## src/mtc_pkg_track.sv

```systemverilog
// Shared constants of the memory traffic checker and its per-bit pass flag tracker
package mtc_pkg;
	localparam int MEM_W = 32;
	localparam int BURST_BEATS = 8;
	localparam int AVL_W = MEM_W * BURST_BEATS;
	localparam int ADDR_W = 27;
	localparam int NUM_WORDS = 16;
	localparam int LANE_W = 32;
	localparam int HALF_W = 16;
	localparam logic [15:0] LOOPS_RST = 16'h0001;
	localparam logic [7:0] BURST_WORDS = 8'h01;
	// Watchdog time in microseconds, rate in MHz
	localparam int TIMEOUT_US = 100;
	localparam int CLK_MHZ = 200;
	localparam int TIMEOUT_CYC = TIMEOUT_US * CLK_MHZ;
	localparam int CNT_W = 32;
	// Register byte addresses, spaced four apart
	localparam int REG_AW = 8;
	localparam logic [REG_AW-1:0] REG_CTRL = 8'h00;
	localparam logic [REG_AW-1:0] REG_STATUS = 8'h04;
	localparam logic [REG_AW-1:0] REG_INT_STAT = 8'h08;
	localparam logic [REG_AW-1:0] REG_INT_MASK = 8'h0C;
	localparam logic [REG_AW-1:0] REG_PERSIST0 = 8'h10;
	localparam int PERSIST_WORDS = AVL_W / 32;
	// Control fields
	localparam int CTRL_INF_BIT = 0;
	localparam int CTRL_LOOP_LSB = 16;
	// Status and interrupt bit positions
	localparam int EV_PASS = 0;
	localparam int EV_FAIL = 1;
	localparam int EV_TIMEOUT = 2;
	localparam int EV_N = 3;
	localparam int ST_BUSY = 3;
	localparam int ST_LOOP_LSB = 16;
	localparam logic [15:0] PAT_SEED = 16'hA5C3;
endpackage

module mtc_pnf_track #(
	parameter int MEM_W = mtc_pkg::MEM_W,
	parameter int BEATS = mtc_pkg::BURST_BEATS
) (
	input wire logic sys_clk_in,
	input wire logic arst_n_in,
	input wire logic clear_in,
	input wire logic check_in,
	input wire logic [MEM_W*BEATS-1:0] actual_in,
	input wire logic [MEM_W*BEATS-1:0] expect_in,
	output logic [MEM_W*BEATS-1:0] pnf_out,
	output logic [MEM_W*BEATS-1:0] persist_out
);
	logic [MEM_W*BEATS-1:0] pnf_d;
	logic [MEM_W*BEATS-1:0] persist_d;

	// Flag k is data bit k mod MEM_W of beat k div MEM_W
	for (genvar b = 0; b < BEATS; b++) begin : g_beat
		always_comb begin
			if (check_in) begin
				pnf_d[b*MEM_W +: MEM_W] = ~(actual_in[b*MEM_W +: MEM_W] ^ expect_in[b*MEM_W +: MEM_W]);
			end else begin
				pnf_d[b*MEM_W +: MEM_W] = '1;
			end
			if (clear_in) begin
				persist_d[b*MEM_W +: MEM_W] = '1;
			end else begin
				persist_d[b*MEM_W +: MEM_W] = persist_out[b*MEM_W +: MEM_W] & pnf_d[b*MEM_W +: MEM_W];
			end
		end
	end

	always_ff @(posedge sys_clk_in or negedge arst_n_in) begin
		if (!arst_n_in) begin
			pnf_out <= '1;
			persist_out <= '1;
		end else begin
			pnf_out <= clear_in ? '1 : pnf_d;
			persist_out <= persist_d;
		end
	end
endmodule

```

## config.mk

```make
export PLATFORM = sky130hd
export DESIGN_NAME = mtc_pnf_track
export DESIGN_NICKNAME = d
export VERILOG_FILES = /design/src/mtc_pkg_track.sv
export SDC_FILE = /design/constraint.sdc
export NUM_CORES = 1
export LEC_CHECK = 0
export BUFFER_PORTS_ARGS = -buffer_cell sky130_fd_sc_hd__buf_4
export CELL_PAD_IN_SITES_DETAIL_PLACEMENT = 2
export CELL_PAD_IN_SITES_GLOBAL_PLACEMENT = 2
export CORE_AREA = 2 2 402 404
export CTS_BUF_LIST = sky130_fd_sc_hd__clkbuf_2
export CTS_CLUSTER_DIAMETER = 100
export DETAILED_ROUTE_END_ITERATION = 8
export DIE_AREA = 0 0 404 406
export PLACE_DENSITY = 0.43
export SYNTH_ARGS = -nofsm -noshare
export SYNTH_HDL_FRONTEND = slang
export SYNTH_SLANG_ARGS = --single-unit
```

## constraint.sdc

```tcl
create_clock -name sys_clk_in -period 1.9 [get_ports sys_clk_in]
set_clock_uncertainty 0.15 [all_clocks]
set_input_delay 0.19 -clock sys_clk_in [delete_from_list [all_inputs] [get_ports sys_clk_in]]
set_output_delay 0.19 -clock sys_clk_in [all_outputs]
set_load 0.03 [all_outputs]
```

==> impl_metrics.toml, run 1 <==
[synthesis]
yosysSeqAreaShare_pct = 68.5
yosysWarnings = 0
netlist_area_um2 = 19600
synthDistinctLibCells = 10
syn_inst = 1623
synth_seq_cells = 512
syn_nets = 2139
syn_area_per_cell_um2 = 12.1

[placed_design]
dp_hpwl_um = 84700
gp_congestion = 0.808
numPortBuffers = 1027

[clock_network]
htreeDepth = 4
clockBufferDepth = 3
ctsResizeCount = 557
cts-root-buf = "clkbuf_2"
cts_hold_buf = 1002
cts_setup_buffers = 12
cts_buffers = 161
cts_sinks = 512

[floorplanning]
placementRows = 147
start_util_pct = 12.3
die_y_um = 406
io-pin-count = 1028
die_w_um = 404

[status]
tool.error = "[ERROR RSZ-0060] Max buffer count reached."
lastStage = "clock tree synthesis (4_1_cts)"
status = "stopped before the end"
-- per-stage QoR --
step	hold WS (ns)	utilization (%)	instance area, um2	cells	setup WS [ns]
detailed placement	0.199	18.8	30000	4718	0.368
floorplan	-0.108	-	19600	1623	0.758
global placement	0.203	18.8	30000	4718	0.393
-- logic make-up after synthesis --
group | synth area share (%)
AO/OA/AOI/OAI | 6.52
AND/OR/NAND/NOR | 9.82
buffers and inverters | 3.73
flip-flops | 68.5
XOR/XNOR | 11.4
-- cell usage after synthesis --
master,count,area share [%]
a21oi_1,256,6.5
buf_2,31,0.79
buf_4,9,0.34
buf_6,45,2.6
clkbuf_1,1,0.019
dfstp_2,512,69
nand2_1,256,4.9
nor2_1,256,4.9
nor2b_1,1,0.032
xor2_1,256,11
==> inputs of run 2 (changes only) <==
==> config.mk (replaced) <==
export PLATFORM = sky130hd
export DESIGN_NAME = mtc_pnf_track
export DESIGN_NICKNAME = d
export VERILOG_FILES = /design/src/mtc_pkg_track.sv
export SDC_FILE = /design/constraint.sdc
export NUM_CORES = 1
export LEC_CHECK = 0
export BUFFER_PORTS_ARGS = -buffer_cell sky130_fd_sc_hd__buf_4
export CORE_AREA = 2 2 404 406
export DETAILED_ROUTE_END_ITERATION = 8
export DIE_AREA = 0 0 406 408
export PLACE_DENSITY_LB_ADDON = 0.15
export SYNTH_ARGS = -nofsm -noshare
export SYNTH_HDL_FRONTEND = slang
export SYNTH_SLANG_ARGS = --single-unit
==> run 2 against run 1 <==
  * The run now ends clean
  * Synthesized cell count did not move
  * Area after synthesis did not move
==> impl_metrics.toml, run 2 <==
[clock_network]
cts_sinks = 512
htreeDepth = 3
cts-root-buf = "clkbuf_16"
cts_buffers = 68
insertion_delay_ns = 0.64
ctsResizeCount = 0
clockBufferDepth = 3
path_clk_slew_ns = 0.06
tritoncts = "done"
cts_setup_buffers = 0

[floorplanning]
core-area_um2 = 162000
start_util_pct = 12.1
die_w_um = 406
placementRows = 148
io-pin-count = 1028
die_y_um = 408
die_area_um2 = 166000

[timing]
slew_violations = 0
relSlewSlack_pct = 64.4
tns_ns = 0
hold_viol = 0
setup_ws_ns = 0.0665
period_minus_slack_ns = 1.83
worst_pin_slew_ns = 0.534
setup_violations = 0
max_freq_mhz = 545
rsz0062_at_grt = "false"
finalCritPeriodShare_pct = 96.5

[synthesis]
yosysWarnings = 0
syn_area_per_cell_um2 = 12.1
netlist_area_um2 = 19600
synth-async-reset-ratio_pct = 100
yosysMostFrequentCell = "dfstp_2"
synth_top_area_cell = "dfstp_2"
synth_edf_count = 0
synth_common_cells = "512 x dfstp_2, 256 x a21oi_1, 256 x nand2_1, 256 x nor2_1, 256 x xor2_1"
synthDistinctLibCells = 10
synth_seq_cells = 512
yosysSeqAreaShare_pct = 68.5
synth_area_leaders = "dfstp_2 69%, xor2_1 11%, a21oi_1 6.5%"
synth-main-ff-cell = "dfstp_2"
syn_nets = 2139
yosysTopAreaCellShare_pct = 68.5
syn_inst = 1623

[route]
drtIter0Drc = 602
top_layer = "met5"
wl_met2_um = 50700
antenna_left = 0
routedWlPerCell_um = 17.8
drc = 0
vias = 17700
routed_wl_um = 96900
vias_per_cell = 3.24
drt_pass1_iterations = 4
wl_met3_um = 6760
met1_length_um = 37500

[flow_run]
maxCapViolCount = 0

[placed_design]
dp_hpwl_um = 75300
gp_congestion = 0.832
placedCellCount = 4820
numPortBuffers = 1027
pre_cts_ws_ns = 0.379

[final_layout]
final_common_cell = "buf_4"
top_regs = "persist_out x256, pnf_out x256"
final_cell_mix = "1084 x buf_4, 520 x dlygate4sd3_1, 512 x dfstp_2"
nFillCells = 17600
ff_latch_area_um2 = 13500
multi_input_area_um2 = 5460
diodes = 0
instances_no_fill = 5454
drive_above_1_share_pct = 52.4
syn2layout_area_growth_pct = 91.9
nets = 3750

[setup_path]
rr_worst_depth = 3
end_kind = "register"
start_kind = "input pin"
crit_start = "actual_in[169]"
endpoint = "pnf_out[169]$_DFF_PN1_"
critPathMaxFanout = 2
timing.rr.end = "persist_out[1]$_DFF_PN1_"
crit_arrival_ns = 2.26
r2r-start = "persist_out[1]$_DFF_PN1_"
reg2reg_slack_ns = 0.45
path_class = "input pin to register"
cp_data_required_time_ns = 2.33

[grt]
grt_pass1_vias = 19200
grt_max_degree = 85
grt_use_total_pct = 11.3
overflow = 0
grt_pass1_wl_um = 136000
antenna_found_initial = 1

[status]
status = "completed"

[min_path]
hp-class = "input pin to async pin"

[pwr]
power.density_nw_per_um2 = 893
ir_drop_mv = 0.534
p_leak_nw = 16.1
==> run 2: logic make-up after synthesis <==
logic type      after synthesis  share of synthesized area, %
compound gates              256                          6.52
xor+xnor                    256                          11.4
buf+inv                      86                          3.73
flops                       512                          68.5
simple gates                513                          9.82
==> run 2: metrics by stage <==
step	power, mW	util [%]	cell area (um2)	hold WS [ns]
6_report	33.6	23.3	37700	0.101
5_1_grt	35.3	23.3	37700	0.0839
4_1_cts	34.5	23.3	37700	0.0490
3_5_place_dp	19.6	18.7	30200	0.187
3_3_place_gp	19.7	18.7	30200	0.182
2_1_floorplan	15.9	-	19600	-0.108
==> run 2: layer usage <==
metal	up-vias	global-route usage (%)
met4	2	3.28
li1	8373	-
met3	95	3.07
met2	579	20.8
met5	-	0
met1	8642	12.7
==> run 2: final cells by class <==
type                    instances  area share, %
repair buffers               1627           36.6
flip-flops and latches        512           35.7
multi-input cells            1025           14.5
well taps                    2175           7.22
clock buffers                 102           5.34
clock inverters                13          0.644
==> run 2: worst min-delay path by stage <==
| stage | to | cells after the start |
|---|---|---|
| global route | persist_out[72]$_DFF_PN1_ | 2 |
| detailed placement | persist_out[72]$_DFF_PN1_ | 1 |
| CTS | persist_out[72]$_DFF_PN1_ | 2 |
| floorplan | persist_out[0]$_DFF_PN1_ | 0 |
| finish | persist_out[72]$_DFF_PN1_ | 2 |
| global placement | persist_out[72]$_DFF_PN1_ | 1 |
==> run 2: power by group <==
| part | total (mW) | internal [mW] | leakage, nW | switching [mW] |
|---|---|---|---|---|
| clock network | 13.1 | 7.90 | 1.10 | 5.19 |
| registers | 12.8 | 12.4 | 5.40 | 0.412 |
| logic | 7.79 | 3.42 | 9.57 | 4.36 |
| total | 33.6 | 23.7 | 16.1 | 9.96 |
==> run 2: worst max-delay path, cell delays in order <==
cell	delay [ns]
dlygate4sd3_1	0.54
buf_4	0.14
xor2_1	0.15
dlygate4sd3_1	0.61
nand2_1	0.06
dlygate4sd3_1	0.56
==> run 2: repair_timing <==
item	in CTS	in global routing
hold buffers	520	0
setup endpoints to repair	0	1
endpoints found under the hold margin	812	0
Power figures use the tool's default switching activity.
==> inputs of run 3 (changes only) <==
--- a/config.mk
+++ b/config.mk
@@ -10,6 +10,7 @@
 export DETAILED_ROUTE_END_ITERATION = 8
 export DIE_AREA = 0 0 406 408
 export PLACE_DENSITY_LB_ADDON = 0.15
+export REMOVE_ABC_BUFFERS = 1
 export SYNTH_ARGS = -nofsm -noshare
 export SYNTH_HDL_FRONTEND = slang
 export SYNTH_SLANG_ARGS = --single-unit
==> run 3 against run 2 <==
  * Sequential power about the same
  * Clock power is 3% lower
  * Sequential cell count is the same
  * Setup slack lost 0.044 ns
  * Critical path depth unchanged
  * First-iteration DRC count decreased by 6.3%
  * Count of clock-buffer cells in the layout increased by 2
  * Non-clock buffer count fell by 11
  * Critical path type unchanged
  * Highest routed layer is now met4
==> impl_metrics.toml, run 3 (same netlist as run 2, synthesis figures left out) <==
[status]
status = "completed"

[setup_path]
end_kind = "register"
critPathMaxFanout = 2
crit_chain = "dlygate4sd3_1 -> buf_4 -> xor2_1 -> dlygate4sd3_1 -> nand2_1 -> dlygate4sd3_1"
endpoint = "pnf_out[37]$_DFF_PN1_"
slowest_delay_ns = 0.63
crit_start = "actual_in[37]"
path_class = "input pin to register"
crit_arrival_ns = 2.29
timing.rr.end = "persist_out[126]$_DFF_PN1_"
reg2reg_slack_ns = 0.93
start_kind = "input pin"
r2r-start = "persist_out[126]$_DFF_PN1_"
crit_cells = 6
cp_common_cell = "dlygate4sd3_1"
crit_family = "buffers and inverters"
rr_worst_depth = 2
slowest_stage = "dlygate4sd3_1"
cp_data_required_time_ns = 2.32
worst-path-buf-inv = 4

[pwr]
power.density_nw_per_um2 = 884
power_frac_comb_pct = 23.4
seq_power_share_pct = 38.5
finalPower_mw = 33.2
ir_drop_mv = 0.566
intPower_mw = 23.3
switching_power_mw = 9.91
p_leak_nw = 16.0
switching_share_pct = 29.8
clockPowerShare_pct = 38.2

[final_layout]
ff_latch_area_um2 = 13500
diodes = 0
multi_input_area_um2 = 5460
nFillCells = 17600
syn2layout_area_growth_pct = 91.3
nets = 3738
top_regs = "persist_out x256, pnf_out x256"
instances_no_fill = 5448
final_cell_mix = "1071 x buf_4, 519 x dlygate4sd3_1, 512 x dfstp_2"
final_cell_area_um2 = 37600
final_common_cell = "buf_4"
utilization_pct = 23.2
drive_above_1_share_pct = 52.3

[floorplanning]
die_w_um = 406
die_y_um = 408
start_util_pct = 12.1
die_area_um2 = 166000
placementRows = 148
core-area_um2 = 162000
io-pin-count = 1028

[grt]
antenna_found_initial = 0
grt_max_degree = 69
grt_pass1_wl_um = 136000
overflow = 0
grt_use_total_pct = 11.3
grt_pass1_vias = 19300

[timing]
timing.hold.ws_ns = 0.181
hold_viol = 0
setup_ws_ns = 0.0227
slew_violations = 0
setup_violations = 0
relSlewSlack_pct = 72.0
period_minus_slack_ns = 1.88
finalCritPeriodShare_pct = 98.8
rsz0062_at_grt = "false"
worst_pin_slew_ns = 0.420
tns_ns = 0
max_freq_mhz = 533

[route]
drc = 0
vias_per_cell = 3.27
vias = 17800
antenna_left = 0
routed_wl_um = 96100
drt_pass1_iterations = 5
drtIter0Drc = 564
routedWlPerCell_um = 17.6

[clock_network]
cts_setup_buffers = 0
cts_hold_buf = 519
tritoncts = "done"
ctsResizeCount = 0
path_clk_slew_ns = 0.06
insertion_delay_ns = 0.62
cts_sinks = 512
cts_buffers = 67
cts-root-buf = "clkbuf_16"
clockBufferDepth = 3
htreeDepth = 3

[placed_design]
placedCellCount = 4809
dp_hpwl_um = 74000
numPortBuffers = 1027
gp_congestion = 0.856
postPlaceCellArea_um2 = 30200
pre_cts_ws_ns = 0.311

[flow_run]
maxCapViolCount = 0

[min_path]
hp-class = "input pin to async pin"
-- run 3: changes by cell type in the layout (fill, tap and decap cells not counted), moves of 2 or more --
cell,before,now
buf_4,1084,1071
clkinv_2,3,9
clkbuf_8,14,18
clkinv_8,0,4
buf_12,21,24
bufinv_16,4,1
inv_16,3,0
clkinvlp_4,0,2
inv_6,2,0
-- run 3: worst min path at each step --
stage	cells after the start	endpoint	startpoint
2_1_floorplan	0	persist_out[0]$_DFF_PN1_	arst_n_in
3_3_place_gp	1	persist_out[104]$_DFF_PN1_	arst_n_in
3_5_place_dp	1	persist_out[251]$_DFF_PN1_	arst_n_in
4_1_cts	4	pnf_out[95]$_DFF_PN1_	expect_in[95]
5_1_grt	4	pnf_out[192]$_DFF_PN1_	expect_in[192]
6_report	2	persist_out[251]$_DFF_PN1_	arst_n_in
-- run 3: power by group through the flow --
stage	combinational (mW)	sequential, mW	clock [mW]
6_report	7.76	12.8	12.7
5_1_grt	8.29	12.9	13.7
4_1_cts	7.95	12.8	13.3
3_5_place_dp	6.69	12.9	0
3_3_place_gp	6.72	12.9	0
2_1_floorplan	1.35	14.8	0
-- run 3: cell type report --
cell class | count | area share (%)
clock inverters | 16 | 0.413
repair buffers | 1616 | 36.6
multi-input cells | 1025 | 14.5
flip-flops and latches | 512 | 35.8
clock buffers | 104 | 5.42
well taps | 2175 | 7.24
-- run 3: layer usage --
| metal | up-vias | wire (um) | global-route usage, % |
|---|---|---|---|
| li1 | 8360 | - | - |
| met1 | 8774 | 37400 | 12.7 |
| met2 | 579 | 49700 | 20.2 |
| met3 | 100 | 6760 | 3.20 |
| met4 | 0 | 2270 | 3.69 |
| met5 | - | 0 | 0 |
==> inputs of run 4 (changes only) <==
--- a/config.mk
+++ b/config.mk
@@ -5,10 +5,11 @@
 export SDC_FILE = /design/constraint.sdc
 export NUM_CORES = 1
 export LEC_CHECK = 0
-export BUFFER_PORTS_ARGS = -buffer_cell sky130_fd_sc_hd__buf_4
-export CORE_AREA = 2 2 404 406
+export BUFFER_PORTS_ARGS = -buffer_cell sky130_fd_sc_hd__buf_2
+export CORE_AREA = 2 2 395 397
+export CTS_BUF_LIST = sky130_fd_sc_hd__clkbuf_4
 export DETAILED_ROUTE_END_ITERATION = 8
-export DIE_AREA = 0 0 406 408
+export DIE_AREA = 0 0 397 399
 export PLACE_DENSITY_LB_ADDON = 0.15
 export REMOVE_ABC_BUFFERS = 1
 export SYNTH_ARGS = -nofsm -noshare
==> run 4 against run 3 <==
  * The run now fails in clock tree synthesis (4_1_cts)
  * Synthesized cell count is the same
  * Area after synthesis is the same
==> impl_metrics.toml, run 4 <==
[synthesis]
synth_edf_count = 0
synth-async-reset-ratio_pct = 100
synth_xor_area_share_pct = 11.4
netlist_area_um2 = 19600
yosysSeqAreaShare_pct = 68.5
yosysTopAreaCellShare_pct = 68.5
synth-main-ff-cell = "dfstp_2"
synth_adder_area_share_pct = 0
synth_compound_area_share_pct = 6.52
syn_inst = 1623
synthMuxAreaShare_pct = 0
syn_area_per_cell_um2 = 12.1
synth_area_leaders = "dfstp_2 69%, xor2_1 11%, a21oi_1 6.5%"
synth_top_area_cell = "dfstp_2"
synth-simple-area-share_pct = 9.82
synth_top_family_by_area = "XOR/XNOR gates"
yosysMostFrequentCell = "dfstp_2"
yosysWarnings = 0
synthDistinctLibCells = 10
synth_common_cells = "512 x dfstp_2, 256 x a21oi_1, 256 x nand2_1, 256 x nor2_1, 256 x xor2_1"
synth_seq_cells = 512

[floorplanning]
io-pin-count = 1028
start_util_pct = 12.8
placementRows = 144
die_y_um = 399
die_w_um = 397

[placed_design]
dp_hpwl_um = 67400
numPortBuffers = 1027
gp_congestion = 0.797
pre_cts_ws_ns = 0.358

[clock_network]
cts_setup_buffers = 8
cts_buffers = 155
cts-root-buf = "clkbuf_4"
cts_sinks = 512
ctsResizeCount = 1037
cts_hold_buf = 989
htreeDepth = 4
clockBufferDepth = 3

[status]
status = "stopped before the end"
lastStage = "clock tree synthesis (4_1_cts)"
tool.error = "[ERROR RSZ-0060] Max buffer count reached."
==> run 4: cell counts after synthesis <==
No cell type changed its count.
==> run 4: per-stage QoR <==
stage                     std cells  instance area (um2)
after floorplan                1537                18900
after global placement         4682                27400
after detailed placement       4682                27400
==> run 4: kinds of logic after synthesis <==
family / count (synthesis)
flops: 512
simple gates: 513
compound gates: 256
xor+xnor: 256
buf+inv: 86
